--- src/common/rtcai_regs.svh ---
// Register offsets, field positions, reset values and timing counts of the RTC core
`ifndef RTCAI_REGS_SVH
`define RTCAI_REGS_SVH
`define RTCAI_CLK_HZ 100000000
`define RTCAI_XTAL_HZ 32768
`define RTCAI_HUND_STEP 100
`define RTCAI_PULSE_MS 210
`define RTCAI_PULSE_CYC (`RTCAI_PULSE_MS * (`RTCAI_CLK_HZ / 1000))
`define RTCAI_TIME_ADR 8'h00
`define RTCAI_CAL_ADR 8'h04
`define RTCAI_CTRL_ADR 8'h08
`define RTCAI_STS_ADR 8'h0c
`define RTCAI_MASK_ADR 8'h10
`define RTCAI_ALMA_ADR 8'h14
`define RTCAI_ALMB_ADR 8'h18
`define RTCAI_TMR_ADR 8'h1c
`define RTCAI_C_FSEL 0
`define RTCAI_C_SRC 1
`define RTCAI_C_ALME 3
`define RTCAI_C_IM 4
`define RTCAI_C_FRQ 5
`define RTCAI_C_FEN 7
`define RTCAI_C_LP 8
`define RTCAI_C_TEN 9
`define RTCAI_C_P1ALM 10
`define RTCAI_CTRL_W 11
`define RTCAI_S_ALM 0
`define RTCAI_S_TMR 1
`define RTCAI_S_BKP 2
`define RTCAI_AE 7
`define RTCAI_DATE_RST 8'h01
`define RTCAI_MON_RST 8'h01
`endif

--- src/common/rtcai_pkg.sv ---
// Types of the RTC core
`include "rtcai_regs.svh"
package rtcai_pkg;
  typedef enum logic {RTCAI_NORMAL, RTCAI_BACKUP} rtcai_pwr_t;
  typedef struct packed {
    rtcai_pwr_t               pwr;
    logic [7:0]               hund;
    logic [7:0]               sec;
    logic [7:0]               min;
    logic [7:0]               hour;
    logic [7:0]               dow;
    logic [7:0]               date;
    logic [7:0]               mon;
    logic [7:0]               year;
    logic [`RTCAI_CTRL_W-1:0] ctrl;
    logic [1:0]               sts;
    logic [1:0]               msk;
    logic [31:0]              alma;
    logic [15:0]              almb;
    logic [7:0]               trl;
    logic [7:0]               tcnt;
    logic                     step;
    logic [24:0]              pulse;
    logic                     ack;
    logic                     err;
    logic [31:0]              dat;
    logic                     irq;
    logic                     p1;
    logic                     p2;
    logic                     scl;
    logic                     sda;
    logic                     sda_oe;
    logic                     low;
  } rtcai_core_t;
  typedef struct packed {
    logic        xq;
    logic [15:0] acc;
    logic [4:0]  div;
    logic        tick;
  } rtcai_tb_t;
endpackage : rtcai_pkg

--- src/common/rtcai_tb_if.sv ---
// Time base signals between core and crystal divider
`timescale 1ns/10ps
interface rtcai_tb_if;
  logic       xtal_s;
  logic       hund_tick;
  logic [4:0] div;
  modport tb (input xtal_s, output hund_tick, output div);
  modport core (output xtal_s, input hund_tick, input div);
endinterface : rtcai_tb_if

--- src/rtl/rtcai_sync.sv ---
// Two flip-flop synchroniser for pin inputs
`timescale 1ns/10ps
module rtcai_sync #(
  parameter int W = 7
) (
  input  wire logic         clk_i,
  input  wire logic         rst_i,
  input  wire logic [W-1:0] d_i,
  output wire logic [W-1:0] q_o
);
  typedef struct packed {
    logic [W-1:0] m;
    logic [W-1:0] q;
  } rtcai_sync_t;
  rtcai_sync_t s;
  rtcai_sync_t n;

  always_comb begin
    n.m = d_i;
    n.q = s.m;
  end

  always_ff @(posedge clk_i) begin
    if (rst_i)
      s <= '0;
    else
      s <= n;
  end

  assign q_o = s.q;
endmodule : rtcai_sync

--- src/rtl/rtcai_tbase.sv ---
// Crystal edge divider and hundredths tick generator
`timescale 1ns/10ps
`include "rtcai_regs.svh"
module rtcai_tbase (
  input wire logic clk_i,
  input wire logic rst_i,
  rtcai_tb_if.tb   tb
);
  rtcai_pkg::rtcai_tb_t s;
  rtcai_pkg::rtcai_tb_t n;
  logic [16:0]          sum;

  // Exact 100 ticks per 32768 crystal edges
  always_comb begin
    n = s;
    sum = {1'b0, s.acc} + 17'(`RTCAI_HUND_STEP);
    n.xq = tb.xtal_s;
    n.tick = 1'b0;
    if (tb.xtal_s && !s.xq) begin
      n.div = s.div + 5'd1;
      n.tick = sum >= 17'(`RTCAI_XTAL_HZ);
      n.acc = n.tick ? 16'(sum - 17'(`RTCAI_XTAL_HZ)) : sum[15:0];
    end
  end

  always_ff @(posedge clk_i) begin
    if (rst_i)
      s <= '0;
    else
      s <= n;
  end

  assign tb.hund_tick = s.tick;
  assign tb.div = s.div;
endmodule : rtcai_tbase

--- src/rtl/rtcai_top.sv ---
// RTC core with calendar, alarm, timer, interrupt pins and supply switchover
//
// Chosen here: the Wishbone register port and the register offsets.
`timescale 1ns/10ps
`include "rtcai_regs.svh"
// Function
// - Count hundredths to hours from crystal ticks
// - Calendar counters with leap years to 2099
// - Alarm matches any chosen field combination
// - Alarm match sets flag, drives pins
// - Repeat mode alarms on every recurring match
// - Timer expiry sets flag, second pin only
// - First pin function chosen by control bit
// - Frequency mode drives selected crystal clock
// - Second pin source chosen by control bits
// - Serial pins disabled in backup mode
// - Serial data only pulled low
// - Backup needs below battery and trip level
// - Return when above battery or trip
// - Repeat match pulls pin 210 ms
// - Low power mode ignores trip level
module rtcai_top #(
  parameter int unsigned PULSE_CYC = `RTCAI_PULSE_CYC
) (
  input  wire logic        clk_i,
  input  wire logic        rst_i,
  input  wire logic        wb_cyc_i,
  input  wire logic        wb_stb_i,
  input  wire logic        wb_we_i,
  input  wire logic [7:0]  wb_adr_i,
  input  wire logic [3:0]  wb_sel_i,
  input  wire logic [31:0] wb_dat_i,
  output wire logic [31:0] wb_dat_o,
  output wire logic        wb_ack_o,
  output wire logic        wb_err_o,
  output wire logic        irq_o,
  input  wire logic        xtal_i,
  input  wire logic        vdd_lt_bat_i,
  input  wire logic        vdd_lt_trip_i,
  input  wire logic        vdd_gt_bat_i,
  input  wire logic        vdd_gt_trip_i,
  input  wire logic        scl_i,
  input  wire logic        sda_i,
  input  wire logic        sda_pull_i,
  output wire logic        ser_scl_o,
  output wire logic        ser_sda_o,
  output wire logic        sda_o,
  output wire logic        sda_oe_o,
  output wire logic        first_irq_or_freq_pin_o,
  output wire logic        first_irq_or_freq_pin_oe_o,
  output wire logic        second_irq_pin_o,
  output wire logic        second_irq_pin_oe_o,
  output wire logic        backup_o
);
  localparam rtcai_pkg::rtcai_core_t S_RST = '{
    pwr:     rtcai_pkg::RTCAI_NORMAL,
    date:    `RTCAI_DATE_RST,
    mon:     `RTCAI_MON_RST,
    default: '0
  };

  rtcai_pkg::rtcai_core_t s;
  rtcai_pkg::rtcai_core_t n;
  rtcai_tb_if             u_tbif ();
  logic [6:0]             pin_s;
  logic                   lt_bat;
  logic                   lt_trip;
  logic                   gt_bat;
  logic                   gt_trip;
  logic                   tk;
  logic                   c0;
  logic                   c1;
  logic                   c2;
  logic                   c3;
  logic                   c4;
  logic                   c5;
  logic                   alm_on;
  logic                   match;
  logic                   texp;
  logic                   alm_int;
  logic                   fclk;
  logic                   req;
  logic                   wr;
  logic [1:0]             clr;
  logic [31:0]            rd;
  logic [31:0]            w;
  logic [5:0]             hit;
  logic [5:0]             fen;
  logic [7:0]             cur_f [6];
  logic [7:0]             alm_f [6];

  function automatic logic [7:0] step(input logic [7:0] v, input logic [7:0] lo,
                                      input logic en, input logic wrap);
    step = !en ? v : (wrap ? lo : v + 8'h01);
  endfunction : step

  function automatic logic [7:0] dim(input logic [7:0] m, input logic [7:0] y);
    case (m)
      8'h02: dim = (y[1:0] == 2'h0) ? 8'h1d : 8'h1c;
      8'h04, 8'h06, 8'h09, 8'h0b: dim = 8'h1e;
      default: dim = 8'h1f;
    endcase
  endfunction : dim

  function automatic logic [31:0] merge(input logic [31:0] o, input logic [31:0] d,
                                        input logic [3:0] b);
    for (int i = 0; i < 4; i++) begin
      merge[8*i +: 8] = b[i] ? d[8*i +: 8] : o[8*i +: 8];
    end
  endfunction : merge

  rtcai_sync #(
    .W (7)
  ) u_sync (
    .clk_i (clk_i),
    .rst_i (rst_i),
    .d_i   ({sda_i, scl_i, vdd_gt_trip_i, vdd_gt_bat_i, vdd_lt_trip_i, vdd_lt_bat_i, xtal_i}),
    .q_o   (pin_s)
  );

  rtcai_tbase u_tbase (
    .clk_i (clk_i),
    .rst_i (rst_i),
    .tb    (u_tbif.tb)
  );

  assign u_tbif.xtal_s = pin_s[0];
  assign lt_bat = pin_s[1];
  assign lt_trip = pin_s[2];
  assign gt_bat = pin_s[3];
  assign gt_trip = pin_s[4];

  // Alarm field compare, bit 7 of each byte enables the field
  assign cur_f = '{s.sec, s.min, s.hour, s.dow, s.date, s.mon};
  assign alm_f = '{s.alma[7:0], s.alma[15:8], s.alma[23:16], s.alma[31:24], s.almb[7:0], s.almb[15:8]};
  for (genvar i = 0; i < 6; i++) begin : g_fld
    assign fen[i] = alm_f[i][`RTCAI_AE];
    assign hit[i] = !fen[i] || (cur_f[i][6:0] == alm_f[i][6:0]);
  end

  always_comb begin
    n = s;
    // Carry chain of the time and calendar counters
    tk = u_tbif.hund_tick;
    c0 = tk && s.hund == 8'h63;
    c1 = c0 && s.sec == 8'h3b;
    c2 = c1 && s.min == 8'h3b;
    c3 = c2 && s.hour == 8'h17;
    c4 = c3 && s.date >= dim(s.mon, s.year);
    c5 = c4 && s.mon >= 8'h0c;
    n.hund = step(s.hund, 8'h00, tk, c0);
    n.sec = step(s.sec, 8'h00, c0, c1);
    n.min = step(s.min, 8'h00, c1, c2);
    n.hour = step(s.hour, 8'h00, c2, c3);
    n.dow = step(s.dow, 8'h00, c3, s.dow >= 8'h06);
    n.date = step(s.date, 8'h01, c3, c4);
    n.mon = step(s.mon, 8'h01, c4, c5);
    n.year = step(s.year, 8'h00, c5, s.year >= 8'h63);
    n.step = c0;
    // Alarm is off while the first pin carries the frequency output
    alm_on = s.ctrl[`RTCAI_C_ALME] && !(s.ctrl[`RTCAI_C_FEN] && s.ctrl[`RTCAI_C_FSEL]);
    match = s.step && (|fen) && (&hit) && alm_on;
    // Seconds timer, reloads on expiry
    texp = 1'b0;
    if (c0 && s.ctrl[`RTCAI_C_TEN]) begin
      texp = s.tcnt <= 8'h01;
      n.tcnt = texp ? s.trl : s.tcnt - 8'h01;
    end
    if (match && s.ctrl[`RTCAI_C_IM])
      n.pulse = 25'(PULSE_CYC);
    else if (s.pulse != 25'h0)
      n.pulse = s.pulse - 25'h1;
    // Supply switchover
    unique case (s.pwr)
      rtcai_pkg::RTCAI_NORMAL: begin
        if (lt_bat && (lt_trip || s.ctrl[`RTCAI_C_LP]))
          n.pwr = rtcai_pkg::RTCAI_BACKUP;
      end
      rtcai_pkg::RTCAI_BACKUP: begin
        if (gt_bat || (gt_trip && !s.ctrl[`RTCAI_C_LP]))
          n.pwr = rtcai_pkg::RTCAI_NORMAL;
      end
    endcase
    // Bus slave, refused while on backup supply
    req = wb_cyc_i && wb_stb_i && !s.ack && !s.err;
    n.ack = req && s.pwr == rtcai_pkg::RTCAI_NORMAL;
    n.err = req && s.pwr == rtcai_pkg::RTCAI_BACKUP;
    wr = n.ack && wb_we_i;
    case (wb_adr_i)
      `RTCAI_TIME_ADR: rd = {s.hour, s.min, s.sec, s.hund};
      `RTCAI_CAL_ADR: rd = {s.dow, s.year, s.mon, s.date};
      `RTCAI_CTRL_ADR: rd = {21'h0, s.ctrl};
      `RTCAI_STS_ADR: rd = {29'h0, s.pwr == rtcai_pkg::RTCAI_BACKUP, s.sts};
      `RTCAI_MASK_ADR: rd = {30'h0, s.msk};
      `RTCAI_ALMA_ADR: rd = s.alma;
      `RTCAI_ALMB_ADR: rd = {16'h0, s.almb};
      `RTCAI_TMR_ADR: rd = {24'h0, s.trl};
      default: rd = 32'h0;
    endcase
    n.dat = n.ack ? rd : 32'h0;
    w = merge(rd, wb_dat_i, wb_sel_i);
    clr = 2'h0;
    if (wr) begin
      case (wb_adr_i)
        `RTCAI_TIME_ADR: {n.hour, n.min, n.sec, n.hund} = w;
        `RTCAI_CAL_ADR: {n.dow, n.year, n.mon, n.date} = w;
        `RTCAI_CTRL_ADR: n.ctrl = w[`RTCAI_CTRL_W-1:0];
        `RTCAI_STS_ADR: clr = wb_sel_i[0] ? wb_dat_i[1:0] : 2'h0;
        `RTCAI_MASK_ADR: n.msk = w[1:0];
        `RTCAI_ALMA_ADR: n.alma = w;
        `RTCAI_ALMB_ADR: n.almb = w[15:0];
        `RTCAI_TMR_ADR: begin
          n.trl = w[7:0];
          n.tcnt = w[7:0];
        end
        default: ;
      endcase
    end
    // Sticky flags, a new event beats a clear
    n.sts[`RTCAI_S_ALM] = (s.sts[`RTCAI_S_ALM] && !clr[`RTCAI_S_ALM]) || match;
    n.sts[`RTCAI_S_TMR] = (s.sts[`RTCAI_S_TMR] && !clr[`RTCAI_S_TMR]) || texp;
    n.irq = |(n.sts & n.msk);
    // Pin drivers, enable high pulls the line low
    alm_int = s.ctrl[`RTCAI_C_IM] ? s.pulse != 25'h0 : s.sts[`RTCAI_S_ALM];
    unique case (s.ctrl[`RTCAI_C_FRQ +: 2])
      2'h0: fclk = u_tbif.xtal_s;
      2'h1: fclk = u_tbif.div[1];
      2'h2: fclk = u_tbif.div[2];
      2'h3: fclk = u_tbif.div[4];
    endcase
    if (s.ctrl[`RTCAI_C_FSEL])
      n.p1 = s.ctrl[`RTCAI_C_FEN] && !fclk;
    else
      n.p1 = s.ctrl[`RTCAI_C_P1ALM] && alm_int;
    n.p2 = (s.ctrl[`RTCAI_C_SRC] && alm_int) || (s.ctrl[`RTCAI_C_SRC+1] && s.sts[`RTCAI_S_TMR]);
    // Serial pins gated off on backup supply
    n.scl = s.pwr == rtcai_pkg::RTCAI_BACKUP || pin_s[5];
    n.sda = s.pwr == rtcai_pkg::RTCAI_BACKUP || pin_s[6];
    n.sda_oe = s.pwr == rtcai_pkg::RTCAI_NORMAL && sda_pull_i;
    n.low = 1'b0;
  end

  always_ff @(posedge clk_i) begin
    if (rst_i)
      s <= S_RST;
    else
      s <= n;
  end

  assign wb_dat_o = s.dat;
  assign wb_ack_o = s.ack;
  assign wb_err_o = s.err;
  assign irq_o = s.irq;
  assign ser_scl_o = s.scl;
  assign ser_sda_o = s.sda;
  assign sda_o = s.low;
  assign sda_oe_o = s.sda_oe;
  assign first_irq_or_freq_pin_o = s.low;
  assign first_irq_or_freq_pin_oe_o = s.p1;
  assign second_irq_pin_o = s.low;
  assign second_irq_pin_oe_o = s.p2;
  assign backup_o = s.pwr == rtcai_pkg::RTCAI_BACKUP;
endmodule : rtcai_top

--- config.mk ---
export PLATFORM = sky130hd
export DESIGN_NAME = rtcai_top
export DESIGN_NICKNAME = d
export VERILOG_FILES = /design/src/common/rtcai_pkg.sv /design/src/common/rtcai_tb_if.sv /design/src/rtl/rtcai_sync.sv /design/src/rtl/rtcai_tbase.sv /design/src/rtl/rtcai_top.sv
export VERILOG_INCLUDE_DIRS = /design/src /design/src/common
export SDC_FILE = /design/constraint.sdc
export NUM_CORES = 1
export LEC_CHECK = 0
export BUFFER_PORTS_ARGS = -buffer_cell sky130_fd_sc_hd__buf_2
export CAP_MARGIN = 30
export CORE_MARGIN = 2
export CORE_UTILIZATION = 55
export DETAILED_ROUTE_END_ITERATION = 8
export PLACE_DENSITY = 0.74
export SYNTH_ARGS = -nofsm -noshare
export SYNTH_HDL_FRONTEND = slang
export SYNTH_SLANG_ARGS = --single-unit
--- constraint.sdc ---
create_clock -name clk_i -period 4.35 [get_ports clk_i]
set_input_delay 0.87 -clock clk_i [delete_from_list [all_inputs] [get_ports clk_i]]
set_output_delay 0.87 -clock clk_i [all_outputs]
set_load 0.03 [all_outputs]
==> results of run 1 <==
==> state kept, by name, summed over array words and instances, names as in the netlist <==
register and count:
s 73, alm_f 48, cur_f 48, wb_dat_o 32, u_tbase.s 15, u_sync.n 7
u_sync.q_o 7, u_tbase.tb.div 5, backup_o 1, first_irq_or_freq_pin_oe_o 1, irq_o 1, sda_oe_o 1
second_irq_pin_oe_o 1, ser_scl_o 1, ser_sda_o 1, u_tbase.tb.hund_tick 1, wb_ack_o 1, wb_err_o 1
==> worst max-delay path: stages, from the launching register on <==
cell       delay, ps
dfxtp_1          360
or4_1            590
a21oi_1          140
o21ai_0          140
ha_1             310
nand2b_1          90
a21o_1           140
a2111oi_2         70
buf_4            200
nor4_1           710
a31oi_1          170
a221oi_1         280
==> routing by layer <==
layer  vias up  GRT usage  wire length (um)  part of all wire
met3        92     0.0521              3170             0.090
met4         0      0.106              1300             0.037
met5         -          0                 0                 0
met2       525      0.458             15600              0.44
li1       5317          -                 -                 -
met1      5171      0.398             15100              0.43
==> kinds of logic (layout without fill, tap and decap cells) <==
group,Yosys count,after routing,synth area share
other,1,3,0.000302
xor gates and xnor gates,99,99,0.0699
muxes,49,49,0.0435
DFF,245,245,0.395
buffers and inverters,154,197,0.0595
and+or+nand+nor,589,589,0.231
adders and majority gates,20,20,0.0202
AOI/OAI and AO/OA,327,327,0.180
==> power by group through the flow <==
stage	logic, W	clock network (W)	registers (W)
2_1_floorplan	0.000732	0	0.00248
3_3_place_gp	0.000894	0	0.00249
3_5_place_dp	0.000914	0	0.00249
4_1_cts	0.000921	0.00235	0.00244
5_1_grt	0.00101	0.00244	0.00246
6_report	0.000922	0.00232	0.00245
==> area by class of cell <==
cell class | instances | area (um2)
clock buffer | 37 | 743
clock inverter | 8 | 143
fill | 1914 | 8210
inverter | 29 | 109
multi-input combinational | 1087 | 6800
sequential | 245 | 4900
tap | 280 | 350
timing repair buffer | 123 | 696
==> worst min path at each step <==
stage,endpoint,slack (ps),depth (start not counted)
6_report,backup_o,430,1
5_1_grt,u_sync.q_o[1],460,1
4_1_cts,backup_o,430,1
3_5_place_dp,backup_o,410,1
3_3_place_gp,backup_o,410,1
2_1_floorplan,backup_o,410,1
==> synth_stat cells, types with 6 or more instances <==
cell / n
o22a_1: 6
nor2_1: 207
xor2_1: 49
and2_1: 8
nand2_1: 127
o21a_1: 7
a32o_1: 6
a31oi_1: 17
nor4_1: 16
xnor2_1: 50
buf_2: 14
buf_4: 36
a211oi_1: 54
nand3_1: 34
or3_1: 15
ha_1: 20
o31ai_1: 14
a21oi_1: 82
nor3_1: 54
nor3b_1: 8
buf_1: 6
inv_1: 28
and3_1: 20
nand2b_1: 12
nand4_1: 24
a2bb2oi_1: 9
or4_1: 6
o22ai_1: 15
a22oi_1: 28
o21ai_0: 34
clkbuf_1: 68
dfxtp_1: 245
mux2_2: 19
nor2b_1: 28
mux2i_1: 28
==> through the flow <==
step / hold WS (ps) / utilization
floorplan: 405 / -
global placement: 408 / 0.586
detailed placement: 415 / 0.586
CTS: 428 / 0.626
global route: 456 / 0.626
finish: 426 / 0.626
==> summary.txt, run 1 <==
Yosys
  • Top cells by area, synth: dfxtp_1, nor2_1, nand2_1, xnor2_1, xor2_1
  • Post-synth EDFFs: 0
  • Mean post-synth cell area: roughly 8.4 um2
  • Cells after synthesis: 1484
  • Synth area leader: dfxtp_1
  • Post-synth ARST share: 0
  • Yosys top cell area share: 0.395
  • Top FF cell, synth: dfxtp_1
  • Post-Syn Area: 12400 um2
  • Warnings, synthesis: 0
  • Synthesized flop and latch total: 245
  • Unique cell type count in the Yosys netlist: 80
  • Seq/Total Area, Yosys: 0.395

Worst setup path
  • Worst r2r path cells: 11
  • CP required: 4790 ps
  • Critical setup path kind: reg2reg
  • WP data arrival: between 3000 and 4000 ps
  • Worst Setup Start Kind: flop
  • Worst setup EP type: flop
  • Crit path to: s[148]
  • CP Launch Point: cur_f[4]
  • Reg2Reg Launch Point: cur_f[4]
  • Worst r2r dst: s[148]
  • FF-to-FF setup slack: 1050 ps
  • Crit Path Max Fanout: 13

Drt
  • WL final: 35200 um
  • Vias after detailed routing: between 10k and 15k
  • Via/cell ratio: slightly above 6
  • Number of routed nets with antenna violations: 0
  • Initial drt markers: between 900 and 1k
  • WL per Instance: ~19 um
  • DRT Pass-1 Iters: 6
  • Remaining DRCs: 0

CTS
  • CTS tree: yes
  • Clock slew at reported path FFs: 60 ps
  • CTS Hold Bufs: 0
  • Max clock buf depth: 3
  • H-tree Lvls: 1
  • Cts repair resizes: 0
  • CTS Root Cell: clkbuf_16
  • Clk sinks: approximately 250
  • CTS Buf Count: 27
  • Postcts setup bufs: 0
  • Clk Latency, worst-skew pair: 530 ps

GRT
  • Largest net degree at the start of global routing: approximately 170
  • First-pass GRT wire length: between 50000 and 60000 um
  • Overall Global Routing Usage: 0.290
  • Number of global-route vias before repair: about 10k
  • GRT overflow: 0
  • Initial antenna violation count: 0

Layout
  • Share of cells above drive strength 1: 0.136
  • Commonest cells after routing, fill and taps aside: dfxtp_1, nor2_1, nand2_1
  • Cell area after layout: 13700 um2
  • Area delta synth->final: 10.8%
  • Most common cell after layout, fill and taps aside: dfxtp_1
  • Diode count: 0
  • Non-Filler Instances: 1809
  • Nets: 1590

Power
  • Seq pwr share: 0.430
  • Maximum vdd drop: 0.343 mV
  • Power density over the cells: 414 nW/um2
  • Combinational power share: 0.162
  • Clock network fraction of total power: 0.408
  • Power Total: 0.00568 W
  • Sw power: 0.00154 W
  • Pint: 0.00414 W
  • Static Leak: 5.22 nW
  • Net Sw Frac: 0.271

STA
  • Setup tns final: 0 ps
  • Slew HR: 0.307
  • Fin worst setup slack: 1050 ps
  • Final period util: 0.758
  • Hold Fails Final Rpt: 0
  • Max-slew violation count: 0
  • Clk_skew: 8.92 ps
  • RSZ-0062 raised after global routing: no
  • Period minus WS final: around 3300 ps
  • Fmax: between 0.3 and 0.4 GHz
  • Setup violators final: 0
  • Least-Margin Pin Slew: 1030 ps

Placed design
  • GPL Wtd Cong: 0.947
  • Dpl ws: 742 ps
  • Placed Area: 12900 um2
  • Port bufs: 97
  • Final HPWL DP: ~24000 um
  • Placed Instances: 1764

Outcome
  • Run status: complete, no violations

Floorplan
  • Core footprint: 22000 um2
  • Initial Utilization: 0.565
  • Chip Width: between 150 and 200 um
  • # rows: 54
  • Die H: roughly 150 um
  • Io pins: 101
  • Die area: 23800 um2

Job
  • Max capacitance violation total: 0

Min path
  • Min-Delay Path Class: reg2reg
  • Hold_sp: u_sync.q_o[3]
No activity file was read; power rests on OpenSTA's default activity.
==> inputs of run 2 (changes only) <==
--- a/config.mk
+++ b/config.mk
@@ -6,6 +6,7 @@
 export SDC_FILE = /design/constraint.sdc
 export NUM_CORES = 1
 export LEC_CHECK = 0
+export ABC_AREA = 1
 export BUFFER_PORTS_ARGS = -buffer_cell sky130_fd_sc_hd__buf_2
 export CAP_MARGIN = 30
 export CORE_MARGIN = 2
==> constraint.sdc (replaced) <==
create_clock -name clk_i -period 3.2 [get_ports clk_i]
set_input_delay 0.64 -clock clk_i [delete_from_list [all_inputs] [get_ports clk_i]]
set_output_delay 0.64 -clock clk_i [all_outputs]
set_load 0.03 [all_outputs]
==> summary.txt, run 2 <==
Drt
  • Number of routed nets with antenna violations: 0
  • Remaining DRCs: 0
  • WL per Instance: 16.0 um
  • Vias after detailed routing: between 10k and 15k
  • Via/cell ratio: 5.53
  • DRT Pass-1 Iters: 7
  • Initial drt markers: ~1.3k
  • WL final: 37600 um

STA
  • Max-slew violation count: 0
  • Slew HR: 0.333
  • RSZ-0062 raised after global routing: no
  • Hold Fails Final Rpt: 0
  • Setup tns final: 0 ps
  • Final period util: 0.875
  • Setup violators final: 0
  • Fmax: 0.357 GHz
  • Least-Margin Pin Slew: between 900 and 1000 ps
  • Period minus WS final: approximately 2800 ps
  • Clk_skew: ~18 ps

Yosys
  • Post-Syn Area: around 13000 um2
  • Post-synth ARST share: 0
  • Cells after synthesis: just under 2k
  • Mean post-synth cell area: 6.70 um2
  • Top FF cell, synth: dfxtp_1
  • Synth cell count leaders: nand2_1, inv_1, dfxtp_1
  • Unique cell type count in the Yosys netlist: 49
  • Synthesized flop and latch total: 245
  • Synth area leader: dfxtp_1
  • Warnings, synthesis: 0
  • Most frequent cell after synthesis: nand2_1
  • Top cells by area, synth: dfxtp_1, nand2_1, inv_1, a21oi_1, o21ai_0
  • Post-synth EDFFs: 0
  • Seq/Total Area, Yosys: 0.375
  • Yosys top cell area share: 0.375

Worst setup path
  • Crit Path Max Fanout: 16
  • FF-to-FF setup slack: roughly 400 ps
  • Critical setup path kind: reg2reg
  • Reg2Reg Launch Point: cur_f[0]
  • WP data arrival: about 3300 ps
  • Worst Setup Start Kind: flop
  • CP required: 3680 ps
  • Worst r2r path cells: 17
  • Worst setup EP type: flop
  • Worst r2r dst: cur_f[2]

Layout
  • Most common cell after layout, fill and taps aside: nand2_1
  • Util after Layout: 0.621
  • Non-Filler Instances: approximately 2.3k
  • Diode count: 0
  • Max FFs per register: 73
  • Share of cells above drive strength 1: 0.111
  • Area delta synth->final: 11.0%
  • Largest register by flop count: s
  • Cell area after layout: 14500 um2
  • Commonest cells after routing, fill and taps aside: nand2_1, inv_1, dfxtp_1
  • Nets: 2083

Placed design
  • Final HPWL DP: about 27000 um
  • Port bufs: 97
  • GPL Wtd Cong: 0.992
  • Placed Area: 13600 um2
  • Placed Instances: 2296

CTS
  • Clock slew at reported path FFs: around 60 ps
  • Clk sinks: ~250
  • Max clock buf depth: 3
  • CTS Root Cell: clkbuf_16
  • Clk Latency, worst-skew pair: between 500 and 600 ps
  • CTS Buf Count: 27
  • Postcts setup bufs: 0
  • H-tree Lvls: 1
  • CTS tree: yes

GRT
  • Largest net degree at the start of global routing: 54
  • First-pass GRT wire length: 60200 um
  • Number of global-route vias before repair: 12.0k
  • Initial antenna violation count: 0
  • Overall Global Routing Usage: 0.300
  • GRT overflow: 0

Power
  • Maximum vdd drop: 0.775 mV
  • Power density over the cells: 564 nW/um2
  • Static Leak: roughly 6.4 nW

Floorplan
  • Core footprint: 23400 um2
  • Initial Utilization: 0.560
  • # rows: 56
  • Die area: around 25000 um2
  • Die H: between 150 and 200 um
  • Chip Width: around 160 um
  • Io pins: 101

Min path
  • Hold Path Sink: u_sync.n[1]
  • Hold_sp: vdd_lt_bat_i
  • Min-Delay Path Class: in2reg
  • Worst hold stages: 3

Outcome
  • Run status: complete, no violations

Job
  • Max capacitance violation total: 0
[run 2: changes by cell type after synthesis, sizes merged, moves of 27 or more]
cell / previous run / this run
nand2: 127 / 446
inv: 28 / 262
o21ai: 35 / 150
nand3: 35 / 138
a21oi: 82 / 174
a211oi: 54 / 3
nor3: 55 / 24
clkbuf: 68 / 39
mux2i: 28 / 0
nor2b: 28 / 0
a22oi: 28 / 1
[run 2: how the worst max path moves through the flow]
stage,start,to,slack [ps],cells past startpoint
global placement,cur_f[0],cur_f[12],380,17
floorplan,cur_f[0],cur_f[12],700,17
CTS,cur_f[0],cur_f[12],210,17
detailed placement,cur_f[0],cur_f[12],250,17
global route,cur_f[0],cur_f[2],60,15
finish,cur_f[0],cur_f[2],400,17
[run 2: layout make-up]
type / count / area, um2
clock buffers: 35 / 746
repair buffers: 120 / 673
fillers: 2241 / 8870
inverters: 267 / 1000
well taps: 319 / 399
multi-input cells: 1345 / 6640
clock inverters: 13 / 168
flip-flops and latches: 245 / 4900
[run 2: worst max-delay path, cell delays in order, from the launching register on]
cell and delay (ps):
dfxtp_1 450, inv_1 120, ha_1 220, o21ai_0 170
a21oi_1 90, nand2_1 60, o41ai_1 60, inv_1 60
ha_1 210, o21ai_0 180, nand2_1 110, a21oi_4 200
nor2_4 130, nand2_2 140, nand2_1 100, inv_1 190
nand3_1 90, a21oi_1 140
[run 2: metal layers]
| metal | part of all wire | up-vias | global-route usage |
|---|---|---|---|
| li1 | - | 6385 | - |
| met1 | 0.43 | 5908 | 0.402 |
| met2 | 0.45 | 561 | 0.492 |
| met3 | 0.080 | 112 | 0.0373 |
| met4 | 0.040 | 0 | 0.122 |
| met5 | 0 | - | 0 |
[run 2: cell families (layout without fill, tap and decap cells)]
| kind of cell | after synthesis | after routing | share of synthesized area |
|---|---|---|---|
| fa+ha+maj | 20 | 20 | 0.0191 |
| flops | 245 | 245 | 0.375 |
| xor+xnor | 58 | 58 | 0.0388 |
| simple gates | 881 | 881 | 0.290 |
| buf+inv | 366 | 435 | 0.120 |
| other cells | 1 | 3 | 0.000286 |
| compound gates | 383 | 383 | 0.157 |
[run 2: through the flow]
step	setup slack [ps]	total power, W	hold WS [ps]
2_1_floorplan	703	0.00465	388
3_3_place_gp	383	0.00498	390
3_5_place_dp	248	0.00500	393
4_1_cts	212	0.00821	268
5_1_grt	56.2	0.00859	286
6_report	400	0.00819	280
[run 2: repair_timing]
item / CTS / global route
resized for setup: 0 / 2
hold buffers: 0 / 0
setup endpoints to repair: 0 / 13
[run 2: power breakdown]
group | internal, W | switching (W) | total, W
Sequential | 0.00321 | 0.000141 | 0.00335
Combinational | 0.000575 | 0.00105 | 0.00163
Clock | 0.00189 | 0.00132 | 0.00321
==> inputs of run 3 (changes only) <==
--- a/config.mk
+++ b/config.mk
@@ -10,9 +10,9 @@
 export BUFFER_PORTS_ARGS = -buffer_cell sky130_fd_sc_hd__buf_2
 export CAP_MARGIN = 30
 export CORE_MARGIN = 2
-export CORE_UTILIZATION = 55
+export CORE_UTILIZATION = 60
 export DETAILED_ROUTE_END_ITERATION = 8
-export PLACE_DENSITY = 0.74
+export PLACE_DENSITY = 0.8
 export SYNTH_ARGS = -nofsm -noshare
 export SYNTH_HDL_FRONTEND = slang
 export SYNTH_SLANG_ARGS = --single-unit
==> constraint.sdc (replaced) <==
create_clock -name clk_i -period 3.4 [get_ports clk_i]
set_input_delay 0.68 -clock clk_i [delete_from_list [all_inputs] [get_ports clk_i]]
set_output_delay 0.68 -clock clk_i [all_outputs]
set_load 0.03 [all_outputs]
==> summary.txt, run 3 (same netlist as run 2, synthesis figures left out) <==
Min path
  • Min-Delay Path Class: in2reg
  • Worst hold stages: 3

Drt
  • Number of routed nets with antenna violations: 0
  • Remaining DRCs: 0
  • Initial drt markers: between 1k and 1.5k
  • DRT Pass-1 Iters: 6
  • WL per Instance: 16.2 um
  • Vias after detailed routing: 12.9k
  • Via/cell ratio: 5.60
  • WL final: 37300 um

Worst setup path
  • Worst Setup Start Kind: flop
  • Crit Path Max Fanout: 16
  • CP required: 3860 ps
  • Worst r2r path cells: 15
  • FF-to-FF setup slack: approximately 370 ps
  • WP data arrival: 3500 ps
  • Critical setup path kind: reg2reg
  • Worst setup EP type: flop

CTS
  • Postcts setup bufs: 0
  • Clk sinks: 245
  • Clock slew at reported path FFs: 60 ps
  • Clk Latency, worst-skew pair: 550 ps
  • Cts repair resizes: 0
  • CTS Hold Bufs: 0
  • Max clock buf depth: 3
  • H-tree Lvls: 1
  • CTS tree: yes
  • CTS Root Cell: clkbuf_16
  • CTS Buf Count: 28

Floorplan
  • # rows: 54
  • Initial Utilization: 0.606
  • Io pins: 101
  • Die area: 23000 um2
  • Die H: 152 um
  • Chip Width: 152 um
  • Core footprint: 21600 um2

STA
  • Fin worst setup slack: 366 ps
  • Setup violators final: 0
  • Max-slew violation count: 0
  • Least-Margin Pin Slew: 965 ps
  • Period minus WS final: 3030 ps
  • Hold Worst Slack: 328 ps
  • Clk_skew: between 10 and 15 ps
  • Setup tns final: 0 ps
  • RSZ-0062 raised after global routing: no
  • Final period util: 0.892
  • Fmax: 0.330 GHz
  • Slew HR: 0.356
  • Hold Fails Final Rpt: 0

Layout
  • Most common cell after layout, fill and taps aside: nand2_1
  • Max FFs per register: 73
  • Area delta synth->final: 10.9%
  • Diode count: 0
  • Largest register by flop count: s
  • Nets: 2085
  • Share of cells above drive strength 1: 0.112
  • Commonest cells after routing, fill and taps aside: nand2_1, inv_1, dfxtp_1
  • Fillcell total: 1938

GRT
  • Number of global-route vias before repair: 12.0k
  • Overall Global Routing Usage: 0.321
  • Largest net degree at the start of global routing: 128
  • GRT overflow: 0
  • First-pass GRT wire length: 59100 um
  • Initial antenna violation count: 0

Placed design
  • Port bufs: 97
  • GPL Wtd Cong: ~0.99
  • Final HPWL DP: 26700 um
  • Dpl ws: 460 ps

Power
  • Seq pwr share: 0.405
  • Combinational power share: 0.194
  • Power density over the cells: between 500 and 600 nW/um2
  • Sw power: 0.00233 W
  • Static Leak: between 6 and 7 nW
  • Maximum vdd drop: 0.844 mV
  • Clock network fraction of total power: 0.401
  • Pint: 0.00548 W
  • Net Sw Frac: 0.298

Outcome
  • Run status: complete, no violations

Job
  • Max capacitance violation total: 0
-- run 3: layer usage --
layer	GRT usage	vias up	wire (um)
met4	0.140	0	1640
met1	0.416	5817	15500
met5	0	-	0
met3	0.0437	123	2910
met2	0.536	569	17300
li1	-	6396	-
-- run 3: path summary, 6_finish.rpt --
path                                      end          start
worst max-delay path                cur_f[13]       cur_f[0]
worst min-delay path              u_sync.n[4]  vdd_gt_trip_i
worst max register to register      cur_f[13]       cur_f[0]
worst min register to register  u_sync.q_o[2]    u_sync.n[2]
-- run 3: area by class of cell --
class                      count  area, um2  area share
clock buffer                  34        773      0.0532
clock inverter                13        183      0.0126
inverter                     267       1000      0.0690
multi-input combinational   1345       6630       0.456
sequential                   245       4900       0.338
tap                          280        350      0.0241
timing repair buffer         121        681      0.0469
-- run 3: through the flow --
| step | cells | power, W | area (um2) | util |
|---|---|---|---|---|
| floorplan | 1956 | 0.00437 | 13100 | - |
| global placement | 2258 | 0.00469 | 13600 | 0.628 |
| detailed placement | 2258 | 0.00472 | 13600 | 0.628 |
| CTS | 2305 | 0.00783 | 14500 | 0.672 |
| global route | 2305 | 0.00817 | 14500 | 0.672 |
| finish | 2305 | 0.00780 | 14500 | 0.672 |
-- run 3: power groups by stage --
stage	registers [W]	logic (W)	clock network (W)
floorplan	0.00319	0.00119	0
global placement	0.00322	0.00147	0
detailed placement	0.00322	0.00150	0
CTS	0.00316	0.00151	0.00316
global route	0.00318	0.00173	0.00326
finish	0.00316	0.00152	0.00313
-- run 3: critical path, cell delays in order, from the launching register on --
cell and delay, ps:
dfxtp_1 470, inv_1 130, ha_1 220, o21ai_0 170, a21oi_1 90, nand2_1 60
o41ai_1 60, inv_1 50, ha_1 210, o21ai_0 160, nand2_1 80, a21oi_1 340
nor2_4 160, nor2_1 400, o21ai_0 180, a21oi_1 180
